==> src/design/energy_pkg.sv <==
package energy_pkg;
    localparam int CLK_HZ = 20_000_000;
    localparam int STEP_CYCLES = 5;
    localparam int WAVE_BASE_SPS = 25_600;
    localparam int WAVE_BASE_CYCLES = CLK_HZ / WAVE_BASE_SPS;
    localparam int PULSE_LOW_NS = 1_000;
    localparam int PULSE_CYCLES = (PULSE_LOW_NS * (CLK_HZ / 1_000_000)
        + 999) / 1_000;
    localparam int ACC_W = 49;
    localparam logic [7:0] ADDR_LINE_VAR = 8'h06;
    localparam logic [7:0] ADDR_APP = 8'h07;
    localparam logic [7:0] ADDR_APP_RC = 8'h08;
    localparam logic [7:0] ADDR_WAVE = 8'h0d;
    localparam logic [7:0] ADDR_MODE = 8'h0f;
    localparam logic [7:0] ADDR_HALF_CYC = 8'h12;
    localparam logic [7:0] ADDR_APP_GAIN = 8'h1f;
    localparam logic [7:0] ADDR_APP_DIV = 8'h26;
    localparam logic [7:0] ADDR_IRQ_EN2 = 8'hda;
    localparam logic [7:0] ADDR_IRQ_EN3 = 8'hdb;
    localparam logic [7:0] ADDR_IRQ_ST3 = 8'hde;
    localparam logic [7:0] ADDR_APP_ST = 8'h40;
    localparam int MODE_SIGNED_BY_ACTIVE = 2;
    localparam int MODE_ABSOLUTE = 3;
    localparam int IRQ3_CYCLE_DONE = 2;
    localparam int IRQ3_WAVE_EN = 5;
    localparam int IRQ2_HALF_FULL = 2;
    localparam int IRQ2_OVERFLOW = 5;
    localparam int WAVE_RATE_LSB = 3;
    localparam logic [2:0] WAVE_SRC_APPARENT = 3'h4;
    localparam int GAIN_SHIFT = 12;
    localparam logic signed [25:0] PULSE_WEIGHT = 26'h080_0000;
    localparam logic [7:0] RESET_BYTE = 8'h00;
    localparam logic [15:0] RESET_HALF_CYC = 16'h0000;
    localparam logic [11:0] RESET_GAIN = 12'h000;
endpackage

==> src/design/energy_accum.sv <==
`timescale 1ns/1ns
`default_nettype none
module energy_accum (
    input wire logic sys_clk,
    input wire logic rst,
    input wire logic step,
    input wire logic signed [25:0] sample,
    input wire logic [7:0] divisor,
    input wire logic clear_all,
    input wire logic clear_upper,
    output logic [energy_pkg::ACC_W-1:0] acc,
    output logic half_evt,
    output logic ovf_evt
);
    import energy_pkg::*;

    typedef struct packed {
        logic [ACC_W-1:0] acc;
        logic signed [26:0] rem;
    } acc_state_t;

    acc_state_t s;
    acc_state_t next_s;
    logic signed [26:0] sum;
    logic signed [26:0] dd;
    logic signed [26:0] quo;
    logic [ACC_W-1:0] base;

    always_comb
    begin
        next_s = s;
        // remainder is carried so the quotient sum equals total over divisor
        sum = s.rem + 27'(sample);
        dd = (divisor == 8'h00) ? 27'sh000_0001
            : $signed({19'h0_0000, divisor});
        quo = sum / dd;
        base = clear_all ? '0 : s.acc;
        if (clear_upper)
        begin
            base = {24'h00_0000, s.acc[ACC_W-25:0]};
        end
        if (step)
        begin
            next_s.acc = base + ACC_W'(quo);
            next_s.rem = sum % dd;
        end
        else
        begin
            next_s.acc = base;
        end
        if (clear_all)
        begin
            next_s.rem = step ? next_s.rem : '0;
        end
        half_evt = step && !quo[26] && !base[ACC_W-1]
            && next_s.acc[ACC_W-1];
        ovf_evt = step && !quo[26] && base[ACC_W-1]
            && !next_s.acc[ACC_W-1];
    end

    always_ff @(posedge sys_clk)
    begin
        if (rst)
        begin
            s <= '0;
        end
        else
        begin
            s <= next_s;
        end
    end

    assign acc = s.acc;
endmodule // energy_accum
`default_nettype wire

==> src/design/energy_core.sv <==
// Decided for this implementation: the address-and-strobe port.
`timescale 1ns/1ns
`default_nettype none
module energy_core (
    input wire logic sys_clk,
    input wire logic rst,
    input wire logic [7:0] reg_addr,
    input wire logic [15:0] reg_wdata,
    input wire logic reg_wr,
    input wire logic reg_rd,
    output logic [23:0] reg_rdata,
    input wire logic signed [23:0] reactive_power,
    input wire logic signed [23:0] active_power,
    input wire logic [23:0] reactive_noload_thr,
    input wire logic [11:0] vrms,
    input wire logic [11:0] irms,
    input wire logic zero_cross,
    output logic freq_pulse_out_n,
    output logic reactive_noload,
    output logic [23:0] wave_data,
    output logic wave_valid,
    output logic irq_pending
);
    import energy_pkg::*;

    typedef enum logic [0:0] {LINE_WAIT, LINE_RUN} line_t;

    typedef struct packed {
        logic [7:0] accumulation_mode_ctrl;
        logic [7:0] waveform_select;
        logic [15:0] half_cycle_count;
        logic [11:0] apparent_gain;
        logic [7:0] apparent_divider;
        logic [7:0] irq_enable_two;
        logic [7:0] irq_enable_three;
        logic [7:0] irq_status_three;
        logic [7:0] app_status;
        logic [23:0] line_reactive_energy;
        logic [23:0] rdata;
        logic [2:0] phase;
        line_t line_state;
        logic [15:0] hc_count;
        logic signed [25:0] pulse_acc;
        logic [7:0] pulse_cnt;
        logic [12:0] wave_cnt;
        logic [23:0] wave_data;
        logic wave_valid;
    } state_t;

    state_t s;
    state_t next_s;
    logic step;
    logic wr_half_cyc;
    logic line_clear;
    logic line_done;
    logic [23:0] ap;
    logic signed [36:0] gain_prod;
    logic signed [25:0] ap_gained;
    logic signed [24:0] rq;
    logic signed [24:0] mag;
    logic signed [24:0] eff;
    logic below;
    logic abs_mode;
    logic sav_mode;
    logic [ACC_W-1:0] app_acc;
    logic [ACC_W-1:0] line_acc;
    logic app_half;
    logic app_ovf;
    logic signed [25:0] pa;
    logic [12:0] wave_period;
    logic [23:0] rd_mux;

    assign step = (s.phase == 3'(STEP_CYCLES - 1));
    assign wr_half_cyc = reg_wr && (reg_addr == ADDR_HALF_CYC);
    assign abs_mode = s.accumulation_mode_ctrl[MODE_ABSOLUTE];
    assign sav_mode = s.accumulation_mode_ctrl[MODE_SIGNED_BY_ACTIVE];

    // product of the rms values; the apparent_gain term is added after it
    assign ap = vrms * irms;
    assign gain_prod = $signed({1'b0, ap}) * $signed(s.apparent_gain);
    assign ap_gained = $signed({2'b00, ap})
        + 26'(gain_prod >>> GAIN_SHIFT);

    always_comb
    begin
        rq = 25'(reactive_power);
        mag = (rq < 0) ? -rq : rq;
        below = mag < $signed({1'b0, reactive_noload_thr});
        // absolute is checked first: it wins when both bits are set
        if (abs_mode)
        begin
            eff = below ? 25'sh000_0000 : mag;
        end
        else if (sav_mode && active_power < 0)
        begin
            eff = -rq;
        end
        else
        begin
            eff = rq;
        end
    end

    // detection stays live whatever the mode
    assign reactive_noload = below;

    energy_accum app_accum (
        .sys_clk(sys_clk),
        .rst(rst),
        .step(step),
        .sample(ap_gained),
        .divisor(s.apparent_divider),
        .clear_all(1'b0),
        .clear_upper(reg_rd && reg_addr == ADDR_APP_RC),
        .acc(app_acc),
        .half_evt(app_half),
        .ovf_evt(app_ovf)
    );

    // same sample and weight as the reactive energy path
    energy_accum line_accum (
        .sys_clk(sys_clk),
        .rst(rst),
        .step(step && s.line_state == LINE_RUN),
        .sample(26'(eff)),
        .divisor(8'h00),
        .clear_all(line_clear),
        .clear_upper(1'b0),
        .acc(line_acc),
        .half_evt(),
        .ovf_evt()
    );

    always_comb
    begin
        unique case (reg_addr)
            ADDR_LINE_VAR: rd_mux = s.line_reactive_energy;
            ADDR_APP, ADDR_APP_RC: rd_mux = app_acc[ACC_W-1:ACC_W-24];
            ADDR_WAVE: rd_mux = {16'h0000, s.waveform_select};
            ADDR_MODE: rd_mux = {16'h0000, s.accumulation_mode_ctrl};
            ADDR_HALF_CYC: rd_mux = {8'h00, s.half_cycle_count};
            ADDR_APP_GAIN: rd_mux = {12'h000, s.apparent_gain};
            ADDR_APP_DIV: rd_mux = {16'h0000, s.apparent_divider};
            ADDR_IRQ_EN2: rd_mux = {16'h0000, s.irq_enable_two};
            ADDR_IRQ_EN3: rd_mux = {16'h0000, s.irq_enable_three};
            ADDR_IRQ_ST3: rd_mux = {16'h0000, s.irq_status_three};
            ADDR_APP_ST: rd_mux = {16'h0000, s.app_status};
            default: rd_mux = 24'h00_0000;
        endcase
    end

    always_comb
    begin
        next_s = s;
        line_clear = 1'b0;
        line_done = 1'b0;
        pa = s.pulse_acc;
        wave_period = 13'(WAVE_BASE_CYCLES)
            << s.waveform_select[WAVE_RATE_LSB +: 2];
        next_s.phase = step ? 3'h0 : s.phase + 3'h1;
        next_s.rdata = reg_rd ? rd_mux : 24'h00_0000;

        if (reg_wr)
        begin
            unique case (reg_addr)
                ADDR_WAVE: next_s.waveform_select = reg_wdata[7:0];
                ADDR_MODE: next_s.accumulation_mode_ctrl = reg_wdata[7:0];
                ADDR_HALF_CYC: next_s.half_cycle_count = reg_wdata;
                ADDR_APP_GAIN: next_s.apparent_gain = reg_wdata[11:0];
                ADDR_APP_DIV: next_s.apparent_divider = reg_wdata[7:0];
                ADDR_IRQ_EN2: next_s.irq_enable_two = reg_wdata[7:0];
                ADDR_IRQ_EN3: next_s.irq_enable_three = reg_wdata[7:0];
                ADDR_IRQ_ST3: next_s.irq_status_three =
                    s.irq_status_three & ~reg_wdata[7:0];
                ADDR_APP_ST: next_s.app_status =
                    s.app_status & ~reg_wdata[7:0];
                default: ;
            endcase
        end

        if (wr_half_cyc)
        begin
            next_s.line_reactive_energy = 24'h00_0000;
            next_s.line_state = LINE_WAIT;
            next_s.hc_count = 16'h0000;
            line_clear = 1'b1;
        end
        else
        begin
            unique case (s.line_state)
                LINE_WAIT:
                begin
                    if (zero_cross)
                    begin
                        next_s.line_state = LINE_RUN;
                        next_s.hc_count = 16'h0000;
                        line_clear = 1'b1;
                    end
                end
                LINE_RUN:
                begin
                    if (zero_cross)
                    begin
                        if (s.half_cycle_count != 16'h0000
                            && s.hc_count + 16'h0001 == s.half_cycle_count)
                        begin
                            line_done = 1'b1;
                            // unread result is simply replaced
                            next_s.line_reactive_energy =
                                line_acc[ACC_W-1:ACC_W-24];
                            next_s.hc_count = 16'h0000;
                            line_clear = 1'b1;
                        end
                        else
                        begin
                            next_s.hc_count = s.hc_count + 16'h0001;
                        end
                    end
                end
            endcase
        end

        // sets come after the clears so a same-cycle event survives
        if (line_done)
        begin
            next_s.irq_status_three[IRQ3_CYCLE_DONE] = 1'b1;
        end
        if (app_half)
        begin
            next_s.app_status[IRQ2_HALF_FULL] = 1'b1;
        end
        if (app_ovf)
        begin
            next_s.app_status[IRQ2_OVERFLOW] = 1'b1;
        end

        // a crossing during a running pulse is dropped: low width is fixed
        if (s.pulse_cnt != 8'h00)
        begin
            next_s.pulse_cnt = s.pulse_cnt - 8'h01;
        end
        if (step)
        begin
            pa = s.pulse_acc + 26'(eff);
            if (pa >= PULSE_WEIGHT || pa <= -PULSE_WEIGHT)
            begin
                pa = (pa < 0) ? pa + PULSE_WEIGHT : pa - PULSE_WEIGHT;
                if (s.pulse_cnt == 8'h00)
                begin
                    next_s.pulse_cnt = 8'(PULSE_CYCLES);
                end
            end
            next_s.pulse_acc = pa;
        end

        next_s.wave_valid = 1'b0;
        if (s.wave_cnt >= wave_period - 13'h0001)
        begin
            next_s.wave_cnt = 13'h0000;
            if (s.irq_enable_three[IRQ3_WAVE_EN]
                && s.waveform_select[2:0] == WAVE_SRC_APPARENT)
            begin
                next_s.wave_data = 24'(ap_gained);
                next_s.wave_valid = 1'b1;
            end
        end
        else
        begin
            next_s.wave_cnt = s.wave_cnt + 13'h0001;
        end
    end

    always_ff @(posedge sys_clk)
    begin
        if (rst)
        begin
            s <= '0;
            s.accumulation_mode_ctrl <= RESET_BYTE;
            s.half_cycle_count <= RESET_HALF_CYC;
            s.apparent_gain <= RESET_GAIN;
            s.line_state <= LINE_WAIT;
        end
        else
        begin
            s <= next_s;
        end
    end

    assign reg_rdata = s.rdata;
    assign freq_pulse_out_n = (s.pulse_cnt == 8'h00);
    assign wave_data = s.wave_data;
    assign wave_valid = s.wave_valid;
    assign irq_pending = (s.irq_status_three[IRQ3_CYCLE_DONE]
        && s.irq_enable_three[IRQ3_CYCLE_DONE])
        || (s.app_status[IRQ2_HALF_FULL] && s.irq_enable_two[IRQ2_HALF_FULL])
        || (s.app_status[IRQ2_OVERFLOW]
        && s.irq_enable_two[IRQ2_OVERFLOW]);
endmodule // energy_core
`default_nettype wire

==> config.mk <==
export PLATFORM = sky130hd
export DESIGN_NAME = energy_core
export DESIGN_NICKNAME = d
export VERILOG_FILES = /design/src/design/energy_pkg.sv /design/src/design/energy_accum.sv /design/src/design/energy_core.sv
export SDC_FILE = /design/constraint.sdc
export NUM_CORES = 2
export LEC_CHECK = 0
export BUFFER_PORTS_ARGS = -buffer_cell sky130_fd_sc_hd__buf_4
export CORE_ASPECT_RATIO = 1.2
export CORE_MARGIN = 1.5
export CORE_UTILIZATION = 65
export DETAILED_ROUTE_END_ITERATION = 8
export GPL_TIMING_DRIVEN = 0
export MAX_ROUTING_LAYER = met4
export PLACE_DENSITY = 0.83
export SYNTH_ARGS = -nofsm -noshare
export SYNTH_HDL_FRONTEND = slang
export SYNTH_SLANG_ARGS = --single-unit
==> constraint.sdc <==
create_clock -name sys_clk -period 191 [get_ports sys_clk]
set_clock_uncertainty 0.05 [all_clocks]
set_input_delay 9.55 -clock sys_clk [delete_from_list [all_inputs] [get_ports sys_clk]]
set_output_delay 9.55 -clock sys_clk [all_outputs]
set_load 0.02 [all_outputs]
-- Word level (Yosys, flattened, before mapping)
Cells that the tools add are included.
- bits of input ports: 125
- word-level logic and storage cells: 164
- register bits after elaboration: 376
- output and inout port bits: 52
- multipliers: 2
- shift-type cells: 1
- add/sub/neg operators: 14
- mux-type cells: 38
- magnitude comparators: 7
- reductions and logical operators: 51
- divide/modulo/power cells: 2
- equality and inequality tests: 17
- bitwise logic cells: 6
- operators with widths (cell ; number):
    24-bit case mux with 11 select lines ; 1
    49-bit 2-to-1 mux ; 4
    25-bit 2-to-1 mux ; 4
    49-bit adder ; 2
    27-bit 2-to-1 mux ; 3
    26-bit 2-to-1 mux ; 2
    24-bit by 1-bit < comparator with 1-bit output, second input constant ; 2
    8-bit 2-to-1 mux ; 6
    25-bit by 12-bit multiplier with 37-bit output ; 1
    16-bit 2-to-1 mux ; 2
    16-bit case mux with 2 select lines ; 1
    2-bit AND reduction ; 14
    27-bit by 25-bit adder with 27-bit output ; 1
    27-bit by 26-bit adder with 27-bit output ; 1
    27-bit by 27-bit divider with 27-bit output ; 1
    27-bit by 27-bit remainder unit with 27-bit output ; 1
    25-bit by 25-bit adder with 26-bit output ; 1
    26-bit by 25-bit adder with 26-bit output ; 1
    26-bit by 25-bit adder with 26-bit output, second input constant ; 1
    26-bit by 25-bit >= comparator with 1-bit output, second input constant ; 1
    26-bit by 24-bit less-or-equal comparator with 1-bit output, second input constant ; 1
    26-bit by 1-bit < comparator with 1-bit output, second input constant ; 1
    26-bit by 25-bit subtractor with 26-bit output, second input constant ; 1
    25-bit < comparator ; 1
    other kinds (35) ; 84

-- Longest topological paths before layout
- depth in word-level cells: 11
- mapped depth: 490
- depth with buffers taken out: 462

-- By module
A second synthesis with hierarchy kept.
- cells, all modules: 10395
- area total of the unflattened synthesis: 76942.5 sq um
- modules (own cells, without submodules) (module ; instances ; sequential area each (sq um) ; area an instance (sq um) ; cells each):
    energy_core ; 1 ; 4484.3 ; 28182.0 ; 3470
    energy_accum at line_accum ; 1 ; 1521.5 ; 24877.6 ; 3523
    energy_accum at app_accum ; 1 ; 1521.5 ; 23882.9 ; 3402

-- Worst setup path before layout
Ideal clock, no wire load.
- kind: input to register
- from: in irms[5]
- to: reg s[145] (netlist name)
- slack: 93.112 ns
- setup time: 0.128 ns
- data arrival time: 97.711 ns
- buffers on the path: 33
- data required time: 190.822 ns
- cell stages on the path: 475
- path through: clkbuf_1 -> nand2_1 -> fa_1 -> fa_1 -> inv_1 -> ha_1 -> inv_1 -> fa_1 -> fa_1 -> inv_1 -> ha_1 -> inv_1 -> o21bai_1 -> a21oi_1 -> o21bai_1 -> a21oi_1 -> o21bai_1 -> a21oi_1 -> [... 439 more ...] -> nand2b_1 -> a21o_1 -> a21o_1 -> a21oi_1 -> o21ai_0 -> a21oi_1 -> o21ai_0 -> a21oi_1 -> o21ai_0 -> a21oi_1 -> o21ai_0 -> a21o_1 -> a21o_1 -> a21o_1 -> a21o_1 -> and3_1 -> a32oi_1 -> nor2_1
- word-level cells in the longest chain between the ends: 11
- elaborated cells between the ends (all ways): 16
- those cells by class: add/sub (3); mul (2); div (1); mux (2); reduce/logical (8)
- RTL lines (what ; RTL line ; RTL):
    start, declared ; energy_core.sv:16 ; input wire logic [11:0] irms,
    12-bit by 12-bit multiplier with 24-bit output * ; energy_core.sv:79 ; assign ap = vrms * irms;
    25-bit by 12-bit multiplier with 37-bit output ; energy_core.sv:80 ; assign gain_prod = $signed({1'b0, ap}) * $signed(s.apparent_gain);
    25-bit by 25-bit adder with 26-bit output * ; energy_core.sv:82 ; + 26'(gain_prod >>> GAIN_SHIFT);
    net ap_gained[21] ; energy_core.sv:58 ; logic signed [25:0] ap_gained;
    27-bit by 26-bit adder with 27-bit output * ; energy_accum.sv:33 ; sum = s.rem + 27'(sample);
    27-bit by 27-bit divider with 27-bit output * ; energy_accum.sv:36 ; quo = sum / dd;
    49-bit adder / 1-bit zero test (equally long branches) ; energy_accum.sv:44, energy_accum.sv:57 ;
    49-bit 2-to-1 mux / 1-bit logical AND (equally long branches) ; energy_accum.sv:42, energy_accum.sv:57 ;
    1-bit zero test / 1-bit logical AND (equally long branches) ; energy_accum.sv:58, energy_accum.sv:57 ;
    1-bit logical AND * ; energy_accum.sv:58 ; && !next_s.acc[ACC_W-1];
    2-bit nonzero test (no line) ; -- ;
    2-bit AND reduction (no line) ; -- ;
    end signal, assigned ; energy_core.sv:285 ; s <= next_s;
    end, declared ; energy_core.sv:50 ; state_t s;
The timed path passes the listed nets; every way through them passes the cells marked *.
A chain may end at the register's enable or synchronous reset.

-- Worst setup path in the final report
- from: in vrms[0]
- to: reg app_accum.s, in the netlist app_accum.acc[48]
- word-level cells in the longest chain between the ends: 7
- RTL lines (what ; RTL line ; RTL):
    start, declared ; energy_core.sv:15 ; input wire logic [11:0] vrms,
    12-bit by 12-bit multiplier with 24-bit output * ; energy_core.sv:79 ;
    25-bit by 12-bit multiplier with 37-bit output ; energy_core.sv:80 ;
    25-bit by 25-bit adder with 26-bit output * ; energy_core.sv:82 ;
    net ap_gained[21] ; energy_core.sv:58 ;
    27-bit by 26-bit adder with 27-bit output * ; energy_accum.sv:33 ;
    27-bit by 27-bit divider with 27-bit output * ; energy_accum.sv:36 ;
    49-bit adder * ; energy_accum.sv:44 ; next_s.acc = base + ACC_W'(quo);
    49-bit 2-to-1 mux * ; energy_accum.sv:42 ; if (step)
    end signal, assigned ; energy_accum.sv:69 ; s <= next_s;
    end, declared ; energy_accum.sv:22 ; acc_state_t s;
Marked as above.

==> run summary <==
The run gives 118 as the floorplan row count. In this run the clock root is driven by a sky130_fd_sc_hd__clkbuf_16. The clock buffer count from CTS came out at 40. Entering global routing, the biggest net connects 28 pins. For the area inside the core boundary, the log shows 86100 µm².

The total DRC errors in the routed layout came out at 0. The post-synthesis net count came out at 8420. The clock net in this run drives a total of 376 sinks. The logs give 0 for the count of hold-fix buffers inserted at cts and 7365 for the synthesized instance count.

Setup repair after global routing left no endpoint under its margin. The effective utilization at floorplan came out at 65.4%. Routability-driven placement finished with a final weighted congestion of 1.01. The synthesized netlist occupies a cell area of 56300 µm².

The run finished with clean final reports. Setup violations remaining at the end of the flow were counted as 0. Proportion of register bits with asynchronous set or reset after synthesis: 0%. The logs give 0.63 ns for the clock network latency to the later pin of the worst-skew pair and 134 mm for the detailed placement HPWL. The area added between synthesis and finish came out at 7.10%.

In the final design database the tool counted 8604 nets. Wires add up to 166 mm. The total setup buffers inserted after CTS came out at 0. Dividing the detail-routed wire length by the instance count gives 19.0 µm. Measured against its own limit, the worst slew margin works out to 8.59%.

CTS built an H-tree with a depth of 2. The routed length on met2 was 80.4 mm; the starting DRC count in detailed routing was 4566. After layout, the worst path uses 61.5% of the clock period. By startpoint and endpoint, the worst setup path is classified as primary input to flip-flop. During I/O placement, the number of pins put on the boundary was 177. The synthesized design contains 0 enable-type register cells. The delay of the slowest cell on the worst path was 0.81 ns. The cell with the largest stage delay on the worst path is sky130_fd_sc_hd__a2111oi_2.

The worst endpoint required time is 191.41 ns, and the total of fill cells in the finished design is 7190. The vertical extent of the die was 325 µm; the critical path arrival was 117.84 ns. The detail route stage leaves a number of antenna-violating nets equal to 0. After routing, the total negative slack on setup checks comes to 0 ns. The die covers 88300 µm². Along the worst path, the maximum fanout reaches 10. The total global routing overflow was 0; the via count of the first global-routing pass was 53300.

In the final layout, the multi-input gates occupy 44700 µm². The kind of capture point of the worst setup path is a flip-flop. The tools report the distinct cell type count of the synthesized netlist as 141. The tools report the footprint of the flip-flops and latches as 7530 µm². The number of hold-slack violations in the final timing report was 0; the fraction of the yosys area taken by sequential cells was 13.4%.

Actual transition at the worst max-transition pin: 1.35 ns. The number of pins exceeding their max-slew limit in the final report is 0, and the worst-case clock buffer depth is 3. The die span in x came out at 272 µm. Input and output buffers added on the ports amount to 138.

The proportion of layout cells with a drive suffix above 1 came out at 6.45%. The highest layer touched by signal routing is met4. TritonCTS built the clock tree. Once the clock tree was built, the resizer swapped 0 gates to a different size.

The most common cell type on the critical path is sky130_fd_sc_hd__o21a_1. The clock-pin transition on the worst setup and hold timing paths was 0.06 ns. The flip-flop and latch count after synthesis works out to 376.

The first global-routing pass estimated 268 mm of wire. Among all flip-flop cells after synthesis, the most frequent one is sky130_fd_sc_hd__dfxtp_1. The overall via count from detail_route was 54700. Path type of the worst min-delay path: flip-flop to flip-flop. Across the run, the number of max-cap violations was 0.

For the all-layer global routing usage, the log shows 37.8%. The routed length on met1 was 65.6 mm; the via density per instance was 6.28. The highest achievable clock rate is 8.52 MHz.

Final critical-path required period: 117.43 ns. The synthesized area divided by synthesized cell count is 7.64 µm². The worst setup path is launched from a primary input. For this run, the detailed router's first-pass iteration total came to 8. The initial antenna violation count was 2. For this run, the number of Yosys warnings is 0.

The detailed route wirelength on metal3 is 11.4 mm.
[metrics by stage]
step	instance area (µm²)	hold slack [ns]	setup slack, ns	util [%]	std cells
after floorplan	56300	0.376	93.11	-	7365
after global placement	58700	0.386	77.19	68.2	8643
after detailed placement	58800	0.388	75.35	68.3	8645
after CTS	60200	0.402	75.43	70.0	8716
after global routing	60200	0.414	65.34	70.0	8719
final	60200	0.402	73.57	70.0	8719
[layer usage]
metal  vias to the layer above  track usage, %
met5                         -               -
met4                         0            17.6
met2                      2191            64.5
li1                      26100               -
met3                       491            3.65
met1                     26000            44.6
[area by class of cell]
type | count | share of cell area (%)
Antenna cell | 1 | 0.00415
Buffer | 357 | 2.72
Clock buffer | 49 | 1.85
Clock inverter | 22 | 0.602
Inverter | 630 | 3.93
Multi-Input combinational cell | 6002 | 74.3
Sequential cell | 376 | 12.5
Tap cell | 1140 | 2.37
Timing Repair Buffer | 142 | 1.77
[state kept, by name (all words and copies together) (netlist names)]
signal          cells
wave_valid          1
line_accum.s       27
app_accum.s        27
app_accum.acc      49
s                 174
abs_mode            1
line_accum.acc     49
wave_data          24
reg_rdata          24
[logic make-up (layout without fill, tap and decap cells)]
logic type                 count (synthesis)  after routing  synth area share, %
other                                      1              2              0.00667
and+or+nand+nor                         2672           2672                 23.3
adders and majority gates                931            931                 25.1
xor gates and xnor gates                 434            434                 6.81
buffers and inverters                    987           1200                 7.12
muxes                                    134            134                 2.49
DFF                                      376            376                 13.4
AOI/OAI and AO/OA                       1830           1830                 21.8
[cell usage after synthesis, types with 38 or more instances]
master / n / area share [%]
sky130_fd_sc_hd__mux2i_1: 92 / 1.6
sky130_fd_sc_hd__mux2_2: 38 / 0.76
sky130_fd_sc_hd__fa_1: 326 / 12
sky130_fd_sc_hd__and3_1: 64 / 0.71
sky130_fd_sc_hd__ha_1: 604 / 13
sky130_fd_sc_hd__a22o_1: 39 / 0.61
sky130_fd_sc_hd__xnor2_1: 304 / 4.7
sky130_fd_sc_hd__nor2b_1: 54 / 0.60
sky130_fd_sc_hd__a31oi_1: 68 / 0.76
sky130_fd_sc_hd__clkbuf_1: 247 / 1.6
sky130_fd_sc_hd__o211ai_1: 44 / 0.59
sky130_fd_sc_hd__nor4_1: 39 / 0.43
sky130_fd_sc_hd__nand2_1: 778 / 5.2
sky130_fd_sc_hd__a21oi_1: 573 / 5.1
sky130_fd_sc_hd__xor2_1: 126 / 2.0
sky130_fd_sc_hd__nand2b_1: 76 / 0.85
sky130_fd_sc_hd__nor2_1: 650 / 4.3
sky130_fd_sc_hd__buf_4: 64 / 0.85
sky130_fd_sc_hd__nand3_1: 156 / 1.4
sky130_fd_sc_hd__o21bai_1: 80 / 1.1
sky130_fd_sc_hd__dfxtp_1: 376 / 13
sky130_fd_sc_hd__nand4_1: 62 / 0.69
sky130_fd_sc_hd__nor3_1: 228 / 2.0
sky130_fd_sc_hd__and2_1: 315 / 3.5
sky130_fd_sc_hd__a21o_1: 119 / 1.6
sky130_fd_sc_hd__or3_1: 70 / 0.78
sky130_fd_sc_hd__o31ai_1: 75 / 1.0
sky130_fd_sc_hd__o21ai_0: 253 / 2.3
sky130_fd_sc_hd__a22oi_1: 45 / 0.60
sky130_fd_sc_hd__a211oi_1: 43 / 0.57
sky130_fd_sc_hd__o21a_1: 153 / 2.0
sky130_fd_sc_hd__inv_1: 628 / 4.2
[critical path, delay by kind of cell]
kind,cells,cell delay [ns]
xor+xnor,5,1.21
fa+ha+maj,43,14.73
buf+inv,57,13.36
simple gates,126,26.24
compound gates,242,51.02
mux,5,1.56
[placed cells by master (no fill, tap or decap), types with 92 or more instances in the layout]
cell type,count
sky130_fd_sc_hd__a21o_1,119
sky130_fd_sc_hd__a21oi_1,573
sky130_fd_sc_hd__and2_1,315
sky130_fd_sc_hd__buf_4,203
sky130_fd_sc_hd__clkbuf_1,248
sky130_fd_sc_hd__dfxtp_1,376
sky130_fd_sc_hd__fa_1,326
sky130_fd_sc_hd__ha_1,604
sky130_fd_sc_hd__inv_1,628
sky130_fd_sc_hd__mux2i_1,92
sky130_fd_sc_hd__nand2_1,778
sky130_fd_sc_hd__nand3_1,156
sky130_fd_sc_hd__nor2_1,649
sky130_fd_sc_hd__nor3_1,228
sky130_fd_sc_hd__o21a_1,153
sky130_fd_sc_hd__o21ai_0,253
sky130_fd_sc_hd__xnor2_1,303
sky130_fd_sc_hd__xor2_1,126
[final timing paths]
path	start	endpoint	slack, ns	cells after the start
hold reg to reg	s[146]	s[146]	0.40	2
setup reg to reg	s[185]	app_accum.acc[48]	86.28	455
hold / removal	s[146]	s[146]	0.40	2
setup / recovery	vrms[0]	app_accum.acc[48]	73.57	478
Power is left out: the tool's default activity adds up to more than one toggle a clock period on the data nets, which glitch-free logic cannot reach.
